===== src/inc/osc_cfg.svh =====
`ifndef OSC_CFG_SVH
`define OSC_CFG_SVH

// ****************************************
// register map
// ****************************************
`define OSC_ADDR_W 12
`define OSC_DATA_W 8
`define OSC_CTRL_ADDR 12'hf86
`define OSC_STAT_ADDR 12'hf87
`define OSC_CTRL_RESET 8'ha0
`define OSC_UNLOCK_KEY1 8'he7
`define OSC_UNLOCK_KEY2 8'h18

// ****************************************
// status bit positions
// ****************************************
`define OSC_ST_SOF_PEND 0
`define OSC_ST_WDF_PEND 1
`define OSC_ST_WDT_DEAD 2
`define OSC_ST_FALLBACK 3
`define OSC_ST_LOCK_LO 4
`define OSC_ST_LOCK_HI 5

// ****************************************
// clock select codes
// ****************************************
`define OSC_SEL_IPO_FAST 3'h0
`define OSC_SEL_IPO_SLOW 3'h1
`define OSC_SEL_XTAL 3'h2
`define OSC_SEL_WDT 3'h3
`define OSC_SEL_EXT_PIN 3'h4
`define OSC_SEL_LAST 3'h4

// ****************************************
// failure detector timing
// ****************************************
`define OSC_WDF_SYSCLKS 8004
`define OSC_WDT_NOM_HZ 10000
`define OSC_SOF_LIMIT_HZ 1000

`endif


===== src/inc/osc_pkg.sv =====
`include "osc_cfg.svh"

package osc_pkg;

  // control register layout, msb first
  typedef struct packed {
    logic ipo_en;
    logic xtl_en;
    logic wdt_en;
    logic sysclk_fail_detect_enable;
    logic watchdog_osc_fail_detect_enable;
    logic [2:0] system_clock_source_field;
  } osc_ctrl_t;

  typedef enum logic [1:0] {
    OSC_LOCKED = 2'b00,
    OSC_KEY1_SEEN = 2'b01,
    OSC_UNLOCKED = 2'b10
  } osc_lock_t;

  // oscillator enables handed to the analog side
  typedef struct packed {
    logic ipo_en;
    logic xtl_en;
    logic wdt_en;
  } osc_en_t;

endpackage


===== src/logic/osc_top.sv =====
`timescale 1ns/1ps
`include "osc_cfg.svh"

// Notes on behaviour
// - unlock needs e7 then 18 writes
// - next write loads register and relocks
// - writes without proper unlock are ignored
// - unlock writes may be separated by cycles
// - other register accesses keep unlock pending
// - route one of five sources as clock
// - trimmed oscillator on after reset, software-off
// - enables may be set after select write
// - primary failure raises non-maskable event
// - primary failure falls back to watchdog oscillator
// - no fallback if watchdog selected or off
// - primary failure below about one kilohertz
// - watchdog failure raises event, no switch
// - primary detection needs running watchdog oscillator
// - watchdog failure after 8004 quiet clocks
// - all sources off stops device until reset
// - select codes zero to four, rest reserved

module osc_top
  import osc_pkg::*;
#(
  parameter int WDF_SYSCLKS = `OSC_WDF_SYSCLKS,
  parameter int SOF_WDT_TICKS = `OSC_WDT_NOM_HZ / `OSC_SOF_LIMIT_HZ
) (
  input wire logic I_CORE_CLK, // system clock
  input wire logic I_RST, // sync reset, active high
  input wire logic [`OSC_ADDR_W-1:0] I_ADDR, // register address
  input wire logic [`OSC_DATA_W-1:0] I_WDATA, // write data
  input wire logic I_WE, // write strobe
  input wire logic I_RE, // read strobe
  input wire logic I_WDT_OSC_MON, // watchdog oscillator clock, async
  input wire logic I_PRI_OSC_MON, // selected primary oscillator, async
  input wire logic I_SOF_ACK, // interrupt logic serviced primary event
  input wire logic I_WDF_ACK, // interrupt logic serviced watchdog event
  output logic [`OSC_DATA_W-1:0] O_RDATA, // read data, cycle after read
  output logic [2:0] O_CLK_SEL, // active system clock source
  output osc_en_t O_OSC_EN, // oscillator enables
  output logic O_SOF_PEND, // primary failure pending
  output logic O_WDF_PEND // watchdog failure pending
);

  // ****************************************
  // register bus decode
  // ****************************************
  logic ctrl_hit;
  logic stat_hit;
  logic ctrl_wr;
  logic stat_wr;

  assign ctrl_hit = (I_ADDR == `OSC_CTRL_ADDR);
  assign stat_hit = (I_ADDR == `OSC_STAT_ADDR);
  assign ctrl_wr = I_WE && ctrl_hit;
  assign stat_wr = I_WE && stat_hit;

  // ****************************************
  // unlock sequencer
  // ****************************************
  osc_lock_t lock_q;
  osc_lock_t lock_d;
  logic load_ctrl;

  // only writes to the control address move the sequencer; reads and
  // other addresses pass through without touching it
  always_comb begin
    lock_d = lock_q;
    load_ctrl = 1'b0;
    if (ctrl_wr) begin
      case (lock_q)
        OSC_LOCKED: begin
          if (I_WDATA == `OSC_UNLOCK_KEY1) begin
            lock_d = OSC_KEY1_SEEN;
          end
        end
        OSC_KEY1_SEEN: begin
          if (I_WDATA == `OSC_UNLOCK_KEY2) begin
            lock_d = OSC_UNLOCKED;
          end else if (I_WDATA == `OSC_UNLOCK_KEY1) begin
            lock_d = OSC_KEY1_SEEN;
          end else begin
            lock_d = OSC_LOCKED;
          end
        end
        OSC_UNLOCKED: begin
          load_ctrl = 1'b1;
          lock_d = OSC_LOCKED;
        end
        default: begin
          lock_d = OSC_LOCKED;
        end
      endcase
    end
  end

  always_ff @(posedge I_CORE_CLK) begin
    if (I_RST) begin
      lock_q <= OSC_LOCKED;
    end else begin
      lock_q <= lock_d;
    end
  end

  // ****************************************
  // oscillator monitor synchronisers
  // ****************************************
  logic wdt_s1_q;
  logic wdt_s2_q;
  logic wdt_s3_q;
  logic pri_s1_q;
  logic pri_s2_q;
  logic pri_s3_q;
  logic wdt_edge;
  logic pri_edge;

  // two flops settle the async oscillator lines; the third only keeps the
  // previous settled level for the rising-edge detect
  always_ff @(posedge I_CORE_CLK) begin
    if (I_RST) begin
      wdt_s1_q <= 1'b0;
      wdt_s2_q <= 1'b0;
      wdt_s3_q <= 1'b0;
      pri_s1_q <= 1'b0;
      pri_s2_q <= 1'b0;
      pri_s3_q <= 1'b0;
    end else begin
      wdt_s1_q <= I_WDT_OSC_MON;
      wdt_s2_q <= wdt_s1_q;
      wdt_s3_q <= wdt_s2_q;
      pri_s1_q <= I_PRI_OSC_MON;
      pri_s2_q <= pri_s1_q;
      pri_s3_q <= pri_s2_q;
    end
  end

  assign wdt_edge = wdt_s2_q && !wdt_s3_q;
  assign pri_edge = pri_s2_q && !pri_s3_q;

  // ****************************************
  // control register
  // ****************************************
  osc_ctrl_t ctrl_q;
  osc_ctrl_t wr_val;
  logic sof_fire;
  logic do_fallback;

  assign wr_val = osc_ctrl_t'(I_WDATA);

  // fallback may only happen when the watchdog oscillator is running
  // and is not already the clock source
  assign do_fallback = sof_fire && ctrl_q.wdt_en
    && (ctrl_q.system_clock_source_field != `OSC_SEL_WDT);

  // a write in the fallback cycle still loads its enables and relocks;
  // the later assignment lets the fallback keep the watchdog as source
  always_ff @(posedge I_CORE_CLK) begin
    if (I_RST) begin
      ctrl_q <= osc_ctrl_t'(`OSC_CTRL_RESET);
    end else begin
      if (load_ctrl) begin
        ctrl_q.ipo_en <= wr_val.ipo_en;
        ctrl_q.xtl_en <= wr_val.xtl_en;
        ctrl_q.wdt_en <= wr_val.wdt_en;
        ctrl_q.sysclk_fail_detect_enable <= wr_val.sysclk_fail_detect_enable;
        ctrl_q.watchdog_osc_fail_detect_enable <= wr_val.watchdog_osc_fail_detect_enable;
        // reserved codes leave the source as it was to avoid a dead clock
        if (wr_val.system_clock_source_field <= `OSC_SEL_LAST) begin
          ctrl_q.system_clock_source_field <= wr_val.system_clock_source_field;
        end
      end
      if (do_fallback) begin
        ctrl_q.system_clock_source_field <= `OSC_SEL_WDT;
      end
    end
  end

  // ****************************************
  // watchdog oscillator failure detector
  // ****************************************
  localparam int WDF_W = $clog2(WDF_SYSCLKS + 1);
  logic [WDF_W-1:0] wdf_cnt_q;
  logic wdt_dead_q;
  logic wdf_fire;
  logic wdf_armed;

  // the detector cannot work while the watchdog clocks the system or is off
  assign wdf_armed = ctrl_q.watchdog_osc_fail_detect_enable && ctrl_q.wdt_en
    && (ctrl_q.system_clock_source_field != `OSC_SEL_WDT);
  assign wdf_fire = wdf_armed && !wdt_dead_q && !wdt_edge
    && (wdf_cnt_q == WDF_W'(WDF_SYSCLKS - 1));

  always_ff @(posedge I_CORE_CLK) begin
    if (I_RST) begin
      wdf_cnt_q <= '0;
    end else if (!wdf_armed || wdt_edge || wdt_dead_q) begin
      wdf_cnt_q <= '0;
    end else begin
      wdf_cnt_q <= wdf_cnt_q + WDF_W'(1);
    end
  end

  // a dead watchdog stays dead until it ticks again or reset
  always_ff @(posedge I_CORE_CLK) begin
    if (I_RST) begin
      wdt_dead_q <= 1'b0;
    end else if (wdf_fire) begin
      wdt_dead_q <= 1'b1;
    end else if (wdt_edge) begin
      wdt_dead_q <= 1'b0;
    end
  end

  // ****************************************
  // primary oscillator failure detector
  // ****************************************
  localparam int SOF_W = $clog2(SOF_WDT_TICKS + 1);
  logic [SOF_W-1:0] sof_cnt_q;
  logic sof_armed;

  // watchdog ticks act as the time base; with a nominal 10 khz watchdog,
  // ten ticks without a primary edge means below about 1 khz
  // the threshold follows the watchdog's low accuracy, so treat it as rough
  assign sof_armed = ctrl_q.sysclk_fail_detect_enable && !wdt_dead_q
    && (ctrl_q.system_clock_source_field != `OSC_SEL_WDT);
  assign sof_fire = sof_armed && wdt_edge && !pri_edge
    && (sof_cnt_q == SOF_W'(SOF_WDT_TICKS - 1));

  always_ff @(posedge I_CORE_CLK) begin
    if (I_RST) begin
      sof_cnt_q <= '0;
    end else if (!sof_armed || pri_edge || sof_fire) begin
      sof_cnt_q <= '0;
    end else if (wdt_edge) begin
      sof_cnt_q <= sof_cnt_q + SOF_W'(1);
    end
  end

  // ****************************************
  // failure event pending flags
  // ****************************************
  logic sof_pend_q;
  logic wdf_pend_q;
  logic fallback_q;
  logic sof_clr;
  logic wdf_clr;

  // write one to the status register, or the interrupt acknowledge, clears
  // the acknowledges come from interrupt logic on this same clock, so no sync
  assign sof_clr = I_SOF_ACK || (stat_wr && I_WDATA[`OSC_ST_SOF_PEND]);
  assign wdf_clr = I_WDF_ACK || (stat_wr && I_WDATA[`OSC_ST_WDF_PEND]);

  // a new failure in the clear cycle wins so no event is dropped
  always_ff @(posedge I_CORE_CLK) begin
    if (I_RST) begin
      sof_pend_q <= 1'b0;
    end else if (sof_fire) begin
      sof_pend_q <= 1'b1;
    end else if (sof_clr) begin
      sof_pend_q <= 1'b0;
    end
  end

  always_ff @(posedge I_CORE_CLK) begin
    if (I_RST) begin
      wdf_pend_q <= 1'b0;
    end else if (wdf_fire) begin
      wdf_pend_q <= 1'b1;
    end else if (wdf_clr) begin
      wdf_pend_q <= 1'b0;
    end
  end

  always_ff @(posedge I_CORE_CLK) begin
    if (I_RST) begin
      fallback_q <= 1'b0;
    end else if (do_fallback) begin
      fallback_q <= 1'b1;
    end else if (load_ctrl) begin
      fallback_q <= 1'b0;
    end
  end

  // ****************************************
  // outputs
  // ****************************************
  // nothing here keeps a source alive: software may switch every working
  // oscillator off, after which only a power-on reset recovers
  always_ff @(posedge I_CORE_CLK) begin
    if (I_RST) begin
      O_CLK_SEL <= `OSC_SEL_IPO_FAST;
      O_OSC_EN <= '0;
    end else begin
      O_CLK_SEL <= ctrl_q.system_clock_source_field;
      O_OSC_EN.ipo_en <= ctrl_q.ipo_en;
      O_OSC_EN.xtl_en <= ctrl_q.xtl_en;
      O_OSC_EN.wdt_en <= ctrl_q.wdt_en;
    end
  end

  assign O_SOF_PEND = sof_pend_q;
  assign O_WDF_PEND = wdf_pend_q;

  // ****************************************
  // read data
  // ****************************************
  // status: pending flags, watchdog dead, fallback taken and the lock state,
  // so software can see a half-done unlock; idle cycles and unmapped
  // addresses read as zero
  logic [`OSC_DATA_W-1:0] stat_val;

  always_comb begin
    stat_val = '0;
    stat_val[`OSC_ST_SOF_PEND] = sof_pend_q;
    stat_val[`OSC_ST_WDF_PEND] = wdf_pend_q;
    stat_val[`OSC_ST_WDT_DEAD] = wdt_dead_q;
    stat_val[`OSC_ST_FALLBACK] = fallback_q;
    stat_val[`OSC_ST_LOCK_HI:`OSC_ST_LOCK_LO] = lock_q;
  end

  always_ff @(posedge I_CORE_CLK) begin
    if (I_RST) begin
      O_RDATA <= '0;
    end else if (I_RE && ctrl_hit) begin
      O_RDATA <= ctrl_q;
    end else if (I_RE && stat_hit) begin
      O_RDATA <= stat_val;
    end else begin
      O_RDATA <= '0;
    end
  end

endmodule


===== config.mk =====
export PLATFORM = sky130hd
export DESIGN_NAME = osc_top
export DESIGN_NICKNAME = d
export VERILOG_FILES = /design/src/inc/osc_pkg.sv /design/src/logic/osc_top.sv
export VERILOG_INCLUDE_DIRS = /design/src /design/src/inc
export SDC_FILE = /design/constraint.sdc
export NUM_CORES = 1
export LEC_CHECK = 0
export ABC_AREA = 1
export ABC_CLOCK_PERIOD_IN_PS = 1400
export BUFFER_PORTS_ARGS = -buffer_cell sky130_fd_sc_hd__buf_2
export CORE_ASPECT_RATIO = 0.9
export CORE_MARGIN = 5
export CORE_UTILIZATION = 54
export CTS_CLUSTER_SIZE = 24
export DETAILED_ROUTE_END_ITERATION = 8
export PLACE_DENSITY_LB_ADDON = 0.25
export SYNTH_ARGS = -nofsm -noshare
export SYNTH_HDL_FRONTEND = slang
export SYNTH_SLANG_ARGS = --single-unit
export TNS_END_PERCENT = 30

===== constraint.sdc =====
create_clock -name I_CORE_CLK -period 1.4 [get_ports I_CORE_CLK]
set_input_delay 0.21 -clock I_CORE_CLK [delete_from_list [all_inputs] [get_ports I_CORE_CLK]]
set_output_delay 0.21 -clock I_CORE_CLK [all_outputs]
set_load 0.1 [all_outputs]

* Word-level counts from Yosys, hierarchy flattened *
Index checks and enable logic that the tools add are counted.

word-level totals
  output and inout port bits = 16
  word-level logic and storage cells = 102
  flip-flop bits (word level) = 51

cells by class
  add/subtract/negate cells = 2
  eq/ne operators = 10
  reduce and logical (&&, ||, !) cells = 45
  multiplexer cells = 19
  order comparisons = 1

operators by type and width
  kind                   count
  $eq 12x12->1 const B   2
  $logic_and 1x1->1      20
  $add 13x1->13 const B  1
  $eq 13x13->1 const B   1
  $mux 1                 11
  $mux 2                 5
  $reduce_bool 2->1      5
  $eq 8x5->1 const B     1
  $eq 8x8->1 const B     1
  $mux 8                 1
  $logic_not 1->1        7
  $logic_or 1x1->1       6
  $mux 6                 1
  $reduce_and 2->1       3
  $reduce_or 2->1        3
  $add 4x1->4 const B    1
  $eq 4x4->1 const B     1
  $pmux 2 s2             1
  $le 3x3->1 const B     1
  $ne 3x2->1 const B     1
  $eq 2x1->1 const B     1
  $eq 2x2->1 const B     1
  $logic_not 2->1        1
  $ne 2x2->1 const B     1

* Depth between registers and ports, before layout *
  depth in word-level cells = 10
  gate-level depth with buffers = 9

* Least setup slack after synthesis *
No wires, ideal clock.

  kind = reg-to-reg
  start point = register O_WDF_PEND (netlist name)
  end point = register wdf_pend_q, in the netlist O_WDF_PEND
  period minus slack after synthesis = 1367 ps
  data arrival time = 1308 ps
  path buffers = 0
  path slack = 33 ps
  setup time = 59 ps
  cell stages (with the launch flop) = 5
  path through = dfxtp_1 > nand2_1 > nor2_1 > o21ai_0 > nand2_1

RTL lines
  what                  RTL line        RTL
  to (signal assigned)  osc_top.sv:267  wdf_pend_q <= 1'b0;
  to (signal assigned)  osc_top.sv:269  wdf_pend_q <= 1'b1;
  to (signal assigned)  osc_top.sv:271  wdf_pend_q <= 1'b0;
  to (decl)             osc_top.sv:244  logic wdf_pend_q;

* Worst setup path in the final report *
  start point = register wdf_pend_q, in the netlist O_WDF_PEND
  end point = output O_WDF_PEND

RTL lines
  what       RTL line       RTL
  to (decl)  osc_top.sv:43  output logic O_WDF_PEND

No word-level cell between the ends.

==> flow_summary.json <==
{
  "post-route-period-util_pct": 97.68,
  "hold_viol_final": 0,
  "die_area_um2": 5554,
  "drc": 0,
  "synth_fp_nets": 333,
  "seq_area_frac_synth_pct": 45.43,
  "syn_inst": 302,
  "grt_setup_unrepaired": "true",
  "vias": 2008,
  "yosys_register_bits": 51,
  "grt_antenna_before_repair": 0,
  "power.density_nw_per_um2": 909.6,
  "regToRegEndpoint": "wdf_cnt_q[12]$_SDFF_PP0_",
  "peakVddDrop_v": 0.0005477,
  "firstDrtPassIters": 4,
  "path_cells": "buf_2",
  "leakage_nw": 1.193,
  "status": "completed",
  "wl_per_cell_um": 11.96,
  "endpoint_kind": "primary output",
  "io_buffers": 43,
  "grt_pass1_wl_um": 8114,
  "hold_ws_ps": 115.9,
  "critical-path-slowest-cell": "buf_2",
  "drtIter0Drc": 136,
  "initial_core_util_pct": 55.53,
  "grt-ovfl-total": 0,
  "viasPerCell": 5.007,
  "rr_worst_depth": 9,
  "drive_above_1_share_pct": 22.95,
  "drt_wl_total_um": 4795,
  "cts_tree": "yes",
  "ff2ff_setup_slack_ps": 70,
  "worstSetupPathType": "reg2out",
  "fp-row-count": 22,
  "ctsHtreeMaxLevel": 2,
  "timing.rr.start": "wdf_cnt_q[0]$_SDFF_PP0_",
  "fin_worst_skew_ps": 9.655,
  "grt_max_degree": 17,
  "syn2layout_area_growth_pct": 18.93,
  "critPathLaunchType": "register",
  "whs_endpoint": "wdt_s1_q$_SDFF_PP0_",
  "post-route-util_pct": 66.05,
  "fin_crit_ps": 1368,
  "final_common_cell": "nand2_1",
  "clk_path_buf_depth": 2,
  "cts.sinks": 51,
  "final_cell_area_um2": 2673,
  "core_area_um2": 4046,
  "worstPathBufferInverterCount": 1,
  "syn_area_um2": 2247,
  "finalNetCount": 383,
  "die_h_um": 71.20,
  "ctsHoldBuffers": 0,
  "critPathTopFamily": "buffers and inverters",
  "gp_congestion": 0.8805,
  "cp_data_arrival_time_ps": 1160,
  "max_stage_delay_ps": 450,
  "grt_usage_pct": 18.24,
  "antennaDiodeCount": 0,
  "yosysWarnings": 0,
  "maxSlewViolCount": 0,
  "clk_latency_ps": 300,
  "max_clock_freq_mhz": 731.3,
  "slew_headroom_pct": 66.52,
  "crit_path_max_fanout": 2,
  "hold_start": "I_WDT_OSC_MON",
  "finalSetupViolations": 0,
  "worst_pin_slew_ps": 505.7,
  "final_cell_mix": "nand2_1, inv_1, dfxtp_1",
  "clock-root-buffer": "clkbuf_8",
  "grt_pass1_vias": 1842,
  "worstPathRequired_ps": 1190,
  "hold_class": "in2reg",
  "cts_made_buffers": 5,
  "ioPinCount": 44,
  "ant_nets": 0,
  "synth_cell_type_count": 29,
  "holdPathStages": 3,
  "dpl-instance-area_um2": 2530,
  "clk_pin_slew_ps": 90,
  "avgSynthCellArea_um2": 7.441,
  "die_w_um": 78,
  "dp_hpwl_um": 3620,
  "drv_cap": 0
}
==> worst register-to-register path, cell delays in order, from the launching register on <==
cell and delay, ps:
dfxtp_2 370, ha_4 150, nand3_2 110, nor2_4 110, nand2_2 80, nor2_4 120
nand2_1 70, nand2_1 70, inv_1 30, nor3_1 130
==> synth_stat cells (all sizes together) <==
cell type / count / area (um2)
nand2: 59 / 240.2
nand3: 22 / 120.1
buf: 3 / 15.01
nor4: 1 / 6.260
xor2: 3 / 26.28
nor2: 54 / 271.5
o211ai: 1 / 7.510
clkbuf: 2 / 7.510
or2: 2 / 12.51
xnor2: 1 / 8.760
dfxtp: 51 / 1021
nor3: 10 / 50.05
nor3b: 1 / 7.510
nand3b: 3 / 22.52
o21ai: 10 / 50.04
o22ai: 2 / 12.51
nand4: 7 / 58.81
ha: 3 / 37.54
a21oi: 16 / 80.08
inv: 51 / 191.4
==> metrics by stage <==
stage | total power [mW] | setup WS [ps] | cells | TNS, ps
6_report | 2.431 | 32.49 | 401 | 0
5_1_grt | 2.524 | -36.59 | 401 | -101.4
4_1_cts | 2.451 | 17.38 | 401 | 0
3_5_place_dp | 1.648 | 18.56 | 392 | 0
3_3_place_gp | 1.644 | 73.91 | 392 | 0
2_1_floorplan | 1.584 | 32.79 | 302 | 0
==> repair_timing <==
action	CTS	global route
pin swaps	1	2
endpoints found under the setup margin	1	6
cloned	0	0
endpoints found under the hold margin	0	0
resized for setup	3	11
buffers inserted	1	0
==> worst max-delay path by stage <==
stage / depth (start not counted) / end / startpoint / slack (ps)
6_report: 1 / O_WDF_PEND / O_WDF_PEND$_SDFFE_PP0P_ / 30
5_1_grt: 8 / ctrl_q[0]$_SDFFE_PP0P_ / wdt_s2_q$_SDFF_PP0_ / -40
4_1_cts: 9 / wdf_cnt_q[12]$_SDFF_PP0_ / wdf_cnt_q[0]$_SDFF_PP0_ / 20
3_5_place_dp: 9 / wdf_cnt_q[12]$_SDFF_PP0_ / wdf_cnt_q[0]$_SDFF_PP0_ / 20
3_3_place_gp: 9 / wdf_cnt_q[12]$_SDFF_PP0_ / wdf_cnt_q[0]$_SDFF_PP0_ / 70
2_1_floorplan: 4 / O_WDF_PEND$_SDFFE_PP0P_ / O_WDF_PEND$_SDFFE_PP0P_ / 30
==> state kept, by name (all words and copies together), names as in the netlist <==
signal	cells
fallback_q	1
pri_s3_q	1
O_OSC_EN	3
O_RDATA	8
sof_cnt_q	4
wdf_cnt_q	13
O_SOF_PEND	1
wdt_s3_q	1
O_CLK_SEL	3
wdt_s1_q	1
O_WDF_PEND	1
lock_q	2
pri_s1_q	1
ctrl_q	8
pri_s2_q	1
wdt_dead_q	1
wdt_s2_q	1
==> metal layers <==
metal  GRT usage (%)  vias up  share of wire (%)
li1                -     1050                  -
met1           22.93      892                 44
met2           29.84       54                 48
met3           3.562       12                5.4
met4           9.006        0                2.7
met5               0        -                  0
==> kinds of logic after synthesis <==
logic type,synth area share [%]
XOR/XNOR,1.559
adder cells (fa/ha/maj),1.671
flip-flops,45.43
buffers and inverters,9.521
AO/OA/AOI/OAI,6.681
AND/OR/NAND/NOR,35.13
==> power breakdown <==
group	internal, mW	leakage (nW)	total (mW)	switching, mW
sequential	1.46	0.414	1.46	0.00347
clock	0.350	0.0412	0.815	0.465
combinational	0.0516	0.738	0.154	0.102
==> layout make-up <==
class	count	area, um2
fillers	362	1374
clock buffers	6	72.57
well taps	48	60.06
clock inverters	2	12.51
flip-flops and latches	51	1025
multi-input cells	195	1059
inverters	51	191.4
repair buffers	48	252.7
(Power assumes the default switching activity.)
